<file path="config.mk">
export PLATFORM = sky130hd
export DESIGN_NAME = acquisition_timebase_sequencer
export DESIGN_NICKNAME = d
export VERILOG_FILES = /design/src/verilog/timebase_pkg.sv /design/src/verilog/acquisition_timebase_sequencer.sv
export SDC_FILE = /design/constraint.sdc
export NUM_CORES = 1
export LEC_CHECK = 0
export BUFFER_PORTS_ARGS = -buffer_cell sky130_fd_sc_hd__buf_4
export CAP_MARGIN = 20
export CORE_ASPECT_RATIO = 2
export CORE_MARGIN = 2
export CORE_UTILIZATION = 25
export DETAILED_ROUTE_END_ITERATION = 16
export MAX_ROUTING_LAYER = met4
export SLEW_MARGIN = 20
export SYNTH_ARGS = -nofsm -noshare
export SYNTH_HDL_FRONTEND = slang
export SYNTH_SLANG_ARGS = --single-unit
</file>
<file path="constraint.sdc">
create_clock -name i_clk -period 6.1 [get_ports i_clk]
set_clock_uncertainty 0.2 [all_clocks]
set_input_delay 0.61 -clock i_clk [delete_from_list [all_inputs] [get_ports i_clk]]
set_output_delay 0.61 -clock i_clk [all_outputs]
set_load 0.02 [all_outputs]
</file>
<file path="src/verilog/timebase_pkg.sv">
package timebase_pkg;
    // ****************************************************************
    // reference and sizes
    // ****************************************************************
    localparam int REF_FREQ_MHZ = 100;
    localparam int DIV_W = 16;
    localparam int CNT_W = 24;
    localparam int IVL_W = 20;
    localparam int SYNC_STAGES = 2;
    localparam logic [DIV_W-1:0] DIV_RESET = 16'h0000;
    localparam logic [CNT_W-1:0] CNT_ZERO = 24'h00_0000;
    localparam logic [IVL_W-1:0] IVL_ZERO = 20'h0_0000;

    typedef enum logic [2:0] {
        ST_IDLE = 3'b000,
        ST_PRE = 3'b001,
        ST_ARMED = 3'b010,
        ST_POST = 3'b011,
        ST_DONE = 3'b100
    } seq_state_t;

    typedef enum logic [1:0] {
        IP_IDLE = 2'b00,
        IP_PULSE = 2'b01,
        IP_STRETCH = 2'b10,
        IP_DONE = 2'b11
    } ivl_state_t;
endpackage : timebase_pkg
</file>
<file path="src/verilog/acquisition_timebase_sequencer.sv">
// Summary of operation
// - the fast clock input is the 100 MHz reference for all sample timing.
// - sample clock enable comes from a programmable divider chosen per time range.
// - after the programmed pre-trigger samples, arm is raised to the logic trigger.
// - a qualified trigger starts the post-trigger countdown from the loaded count.
// - at countdown zero sample clocks stop and acquisition complete is signalled.
// - one interpolator pulse spans trigger to the next rising sample clock edge.
// - an interval counter on the reference runs during the stretch, stops at end.
// - the final interval count is held for software to place samples.
module acquisition_timebase_sequencer
    import timebase_pkg::*;
#(
    parameter int DIVW = DIV_W,
    parameter int CNTW = CNT_W,
    parameter int IVLW = IVL_W
) (
    input wire logic i_clk, // 100 MHz reference
    input wire logic i_rst, // synchronous, active high
    input wire logic i_start, // cpu: begin an acquisition (pulse)
    input wire logic [DIVW-1:0] i_divide, // divider setting for time range
    input wire logic [CNTW-1:0] i_pre_count, // pre-trigger samples
    input wire logic [CNTW-1:0] i_post_count, // post-trigger samples
    input wire logic i_qualified_trigger, // from logic trigger, async
    input wire logic i_stretch_done, // from interpolator, async
    output logic o_sample_clk, // sample clock to sampling stage
    output logic o_arm, // ready for trigger
    output logic o_interp_pulse, // trigger-to-sample interval pulse
    output logic o_acq_done, // acquisition complete (level)
    output logic o_running, // sample clocks running
    output logic o_ivl_valid, // interval count is valid
    output logic [IVLW-1:0] o_ivl_count // stored interval count
);
    // ****************************************************************
    // parameter checks
    // ****************************************************************
    if (DIVW < 1 || DIVW > 32 || CNTW < 1 || CNTW > 32 || IVLW < 1 || IVLW > 32) begin : g_chk
        $error("timebase widths out of range");
    end

    // ****************************************************************
    // input synchronisers
    // ****************************************************************
    logic [1:0] trig_sync_reg, trig_sync_next;
    logic [1:0] str_sync_reg, str_sync_next;
    logic trig_prev_reg, trig_prev_next;

    always_comb begin
        trig_sync_next = {trig_sync_reg[0], i_qualified_trigger};
        str_sync_next = {str_sync_reg[0], i_stretch_done};
        trig_prev_next = trig_sync_reg[1];
    end

    always_ff @(posedge i_clk) begin
        if (i_rst) begin
            trig_sync_reg <= 2'b00;
            str_sync_reg <= 2'b00;
            trig_prev_reg <= 1'b0;
        end else begin
            trig_sync_reg <= trig_sync_next;
            str_sync_reg <= str_sync_next;
            trig_prev_reg <= trig_prev_next;
        end
    end

    // edge detect on the second stage only
    wire trig_rise = trig_sync_reg[1] & ~trig_prev_reg;
    wire stretch_end = str_sync_reg[1];

    // ****************************************************************
    // sample clock divider
    // ****************************************************************
    // a setting of zero divides by two; the output toggles each time the count reaches divide, so
    // the sample rate is ref / (2*(divide+1)), the tick is the rising edge
    seq_state_t st_reg, st_next;
    logic [CNTW-1:0] cnt_reg, cnt_next;
    logic [DIVW-1:0] div_cnt_reg, div_cnt_next;
    logic sclk_reg, sclk_next;
    logic run_reg, run_next;
    logic tick;
    logic stop_now;

    always_comb begin
        div_cnt_next = div_cnt_reg;
        sclk_next = sclk_reg;
        tick = 1'b0;
        // the stopping edge parks the clock low too, so it never stands high once running drops
        stop_now = (st_reg == ST_POST) && (cnt_reg == CNTW'(0));
        if (!run_reg || stop_now) begin
            div_cnt_next = DIVW'(0);
            sclk_next = 1'b0;
        end else if (div_cnt_reg >= i_divide) begin
            div_cnt_next = DIVW'(0);
            sclk_next = ~sclk_reg;
            tick = ~sclk_reg;
        end else begin
            div_cnt_next = div_cnt_reg + DIVW'(1);
        end
    end

    always_ff @(posedge i_clk) begin
        if (i_rst) begin
            div_cnt_reg <= DIVW'(0);
            sclk_reg <= 1'b0;
        end else begin
            div_cnt_reg <= div_cnt_next;
            sclk_reg <= sclk_next;
        end
    end

    // ****************************************************************
    // acquisition sequencer
    // ****************************************************************
    logic arm_reg, arm_next;
    logic done_reg, done_next;
    logic trig_take;

    always_comb begin
        st_next = st_reg;
        cnt_next = cnt_reg;
        arm_next = arm_reg;
        done_next = done_reg;
        run_next = run_reg;
        trig_take = 1'b0;
        case (st_reg)
            ST_IDLE, ST_DONE: begin
                if (i_start) begin
                    st_next = ST_PRE;
                    cnt_next = i_pre_count;
                    done_next = 1'b0;
                    run_next = 1'b1;
                    arm_next = 1'b0;
                end
            end
            ST_PRE: begin
                if (cnt_reg == CNTW'(0)) begin
                    st_next = ST_ARMED;
                    arm_next = 1'b1;
                end else if (tick) begin
                    cnt_next = cnt_reg - CNTW'(1);
                end
            end
            ST_ARMED: begin
                if (trig_rise && arm_reg) begin
                    trig_take = 1'b1;
                    arm_next = 1'b0;
                    st_next = ST_POST;
                    cnt_next = i_post_count;
                end
            end
            ST_POST: begin
                if (cnt_reg == CNTW'(0)) begin
                    st_next = ST_DONE;
                    run_next = 1'b0;
                    done_next = 1'b1;
                end else if (tick) begin
                    cnt_next = cnt_reg - CNTW'(1);
                end
            end
            default: begin
                st_next = ST_IDLE;
                run_next = 1'b0;
                arm_next = 1'b0;
            end
        endcase
    end

    always_ff @(posedge i_clk) begin
        if (i_rst) begin
            st_reg <= ST_IDLE;
            cnt_reg <= CNTW'(0);
            arm_reg <= 1'b0;
            done_reg <= 1'b0;
            run_reg <= 1'b0;
        end else begin
            st_reg <= st_next;
            cnt_reg <= cnt_next;
            arm_reg <= arm_next;
            done_reg <= done_next;
            run_reg <= run_next;
        end
    end

    // ****************************************************************
    // trigger interpolation
    // ****************************************************************
    // the counter runs on the reference, the clock the sample rate derives from
    ivl_state_t ip_reg, ip_next;
    logic pulse_reg, pulse_next;
    logic [IVLW-1:0] ivl_reg, ivl_next;
    logic [IVLW-1:0] ivl_out_reg, ivl_out_next;
    logic ivl_val_reg, ivl_val_next;

    always_comb begin
        ip_next = ip_reg;
        pulse_next = pulse_reg;
        ivl_next = ivl_reg;
        ivl_out_next = ivl_out_reg;
        ivl_val_next = ivl_val_reg;
        case (ip_reg)
            IP_IDLE: begin
                if (trig_take) begin
                    ip_next = IP_PULSE;
                    pulse_next = 1'b1;
                    ivl_val_next = 1'b0;
                    ivl_next = IVLW'(0);
                end
            end
            IP_PULSE: begin
                // stopped clocks end it too, so a zero post count cannot leave it high
                if (tick || !run_reg) begin
                    ip_next = IP_STRETCH;
                    pulse_next = 1'b0;
                end
            end
            IP_STRETCH: begin
                if (stretch_end) begin
                    ip_next = IP_DONE;
                    ivl_out_next = ivl_reg;
                    ivl_val_next = 1'b1;
                end else if (ivl_reg != {IVLW{1'b1}}) begin
                    ivl_next = ivl_reg + IVLW'(1);
                end
            end
            IP_DONE: begin
                if (!stretch_end) begin
                    ip_next = IP_IDLE;
                end
            end
            default: begin
                ip_next = IP_IDLE;
                pulse_next = 1'b0;
            end
        endcase
    end

    always_ff @(posedge i_clk) begin
        if (i_rst) begin
            ip_reg <= IP_IDLE;
            pulse_reg <= 1'b0;
            ivl_reg <= IVLW'(0);
            ivl_out_reg <= IVLW'(0);
            ivl_val_reg <= 1'b0;
        end else begin
            ip_reg <= ip_next;
            pulse_reg <= pulse_next;
            ivl_reg <= ivl_next;
            ivl_out_reg <= ivl_out_next;
            ivl_val_reg <= ivl_val_next;
        end
    end

    assign o_sample_clk = sclk_reg;
    assign o_arm = arm_reg;
    assign o_interp_pulse = pulse_reg;
    assign o_acq_done = done_reg;
    assign o_running = run_reg;
    assign o_ivl_valid = ivl_val_reg;
    assign o_ivl_count = ivl_out_reg;
endmodule : acquisition_timebase_sequencer

</file>
==> qor.txt <==
Via count of the routed design - 4964
Hold path cells - 1
Detail Route Antenna Nets - 0
CTS tree - built
Area grow syn2layout - 22.9%
Clk root buf - clkbuf_16
Synth warn - 0
Register bit total from synthesis - 96
Largest net degree at the start of global routing - 47
Critical Path AT - 3.57 ns
Top cells by area, synth - dfxtp_1 (36%), nand2_1 (6.4%), ha_1 (5.7%)
Seq/Total Area, Yosys - 0.364
Gate Count Post-Synth - 650
Chip Width - 107 µm
I/O Pins - 95
Main synth FF type - dfxtp_1
DR DRC count - 0
DIE AREA - 22300 µm²
GRT Resource Usage Total - 0.145
Hold Vio Cnt, Final - 0
Drt wl/cell - 15.5 µm
Lkg Pwr - 2.43 nW
Max Clock Freq - 285 MHz
Compound-Gate Fraction of Synth Area - 0.177
Final min period - 3.51 ns
Post-synth top area cell - dfxtp_1
Crit path from - div_cnt_reg[0]$_SDFF_PP0_
Layout Cells excl Fill - 1000
Worst-path fanout max - 18
Worst-Margin Slew - 0.810 ns
Setup TNS - 0 ns
DR vias/cell - 4.96
Cell area power density - 241 nW/µm²
Commonest cells post-synth - dfxtp_1 (96), nand2_1 (90), nor2_1 (70)
Hold Crit Class - reg2reg
Synth Area in Adders - 0.0570
Average size of a mapped cell - 8.11 µm²
Inst Count DP - 984
Tcrit/Tclk final - 0.576
Slew headroom - 0.456
MaxCap Viol Count - 0
Fin area - 6480 µm²
Max reg flops - 24
Port Buffers - 94
Most common cell in the netlist - dfxtp_1
Layout cell share with drive strength beyond 1 - 0.183
CTS clock-pin slew for the worst setup and hold paths - 0.07 ns
Setup Buffers After CTS - 0
Final slew viol count - 0
Clock H-tree levels - 3
CP Data Required Time - 6.16 ns
Status - finished clean
HP Start - trig_sync_reg[0]$_SDFF_PP0_
Initial core utilization - 0.253
Vias in the first global route - 4956
CTS sink cnt - 96
Setup violators final - 0
RSZ-0062 raised after global routing - false
Die H - 209 µm
Worst vdd ir - 0.000120 V
Dpl hpwl - 11700 µm
# resized after CTS - 0
CTS Buf Count - 9
Simple-gate share of the synthesized area - 0.282
Cell variety after synth - 73
Post-place setup slack - 2.25 ns
Setup ws final - 2.59 ns
Initial antenna violation count - 0
DRT Wirelength - 15500 µm
Core area - 20800 µm²
Drt pass-1 iters - 5
Post-DP Area - 6160 µm²
Skew-Pair Late Insertion Delay - 0.35 ns
Cells on worst reg2reg path - 8
Fin util - 0.311
Startpoint Class - flop
Syn nets - 743
Critical path type - reg2reg
Multiplexer share of the synthesized area - 0.00997
Placer Congestion - 0.858
N_diodes - 0
Fin nets - 819
Synthesized area - 5270 µm²
Total power - 1.56 mW
Hold_ws - 0.253 ns
First-pass GRT wire length - 25200 µm
Grt total ovfl - 0
Largest family of logic cells by synthesized area - simple AND/OR/NAND/NOR gates
Synth Area in XOR/XNOR - 0.0515
Hold_buf cts - 0
Initial DRC count - 155
Synth top area share - 0.364
Crit end category - flop
Site Rows - 75
Crit Reg-Reg Startpoint - div_cnt_reg[0]$_SDFF_PP0_
Asr flop ratio synth - 0
Post-synth EDFFs - 0
Worst-case clock buffer depth - 2
## cell type report
type                            count  area, µm²
Tap cell                          269        337
Sequential cell                    96       1920
Multi-Input combinational cell    491       3050
Timing Repair Buffer               99        743
Clock inverter                      7       95.1
Inverter                           29        109
Clock buffer                        9        225
Fill cell                        2266      14400
## where the power goes
group / total, mW / leakage [nW] / switching, mW / internal [mW]
Combinational: 0.263 / 1.50 / 0.151 / 0.111
Sequential: 0.679 / 0.778 / 0.0301 / 0.649
Clock: 0.618 / 0.156 / 0.258 / 0.360
## per-layer routing
layer / vias up / global-route usage / wire length [µm]
met5: - / - / 0
met4: 0 / 0.0622 / 433
met3: 24 / 0.0214 / 498
met2: 96 / 0.267 / 8460
met1: 2342 / 0.151 / 6080
li1: 2502 / - / -
## worst max-delay path: stages, from the launching register on
cell and delay (ns):
dfxtp_1 0.40, inv_1 0.07, ha_1 0.26, nand2b_1 0.13, a2111oi_0 0.59, o311a_1 0.29
and2_1 0.54, nand4_1 0.68, nor2_1 0.27
## kinds of logic after synthesis
logic type                 count (synthesis)
adders and majority gates                 24
buffers and inverters                     63
muxes                                      5
xor gates and xnor gates                  31
DFF                                       96
and+or+nand+nor                          298
AOI/OAI and AO/OA                        133
## cell usage in the layout, fill, tap and decap left out, types with 3 or more instances in the layout
cell type | Yosys | routed
nor2_1 | 70 | 70
nor3b_1 | 4 | 3
and4_1 | 4 | 4
xnor2_1 | 16 | 16
inv_1 | 28 | 28
clkbuf_16 | 0 | 9
xor2_1 | 15 | 15
o21ai_0 | 10 | 9
nand3_1 | 20 | 20
a221oi_1 | 11 | 11
mux2i_1 | 3 | 3
nand4_1 | 14 | 14
dfxtp_1 | 96 | 96
o22ai_1 | 17 | 17
and3_1 | 7 | 7
or3_1 | 7 | 7
a21oi_1 | 45 | 45
nor4_1 | 15 | 15
o211ai_1 | 3 | 3
a22o_1 | 3 | 3
buf_4 | 0 | 99
o311ai_0 | 3 | 3
o32ai_1 | 3 | 3
o221ai_1 | 4 | 4
nand2b_1 | 4 | 4
ha_1 | 24 | 24
nand3b_1 | 5 | 5
nor2b_1 | 10 | 10
nand2_1 | 90 | 90
and2_1 | 3 | 4
nor3_1 | 28 | 28
a222oi_1 | 5 | 5
## path summary, 6_finish.rpt
kind / slack, ns / endpoint
worst max-delay path: 2.59 / div_cnt_reg[0]$_SDFF_PP0_
worst min-delay path: 0.25 / trig_sync_reg[1]$_SDFF_PP0_
worst min register to register: 0.25 / trig_sync_reg[1]$_SDFF_PP0_
worst max register to register: 2.59 / div_cnt_reg[0]$_SDFF_PP0_
Note: power is estimated with default switching activity, not from simulation.
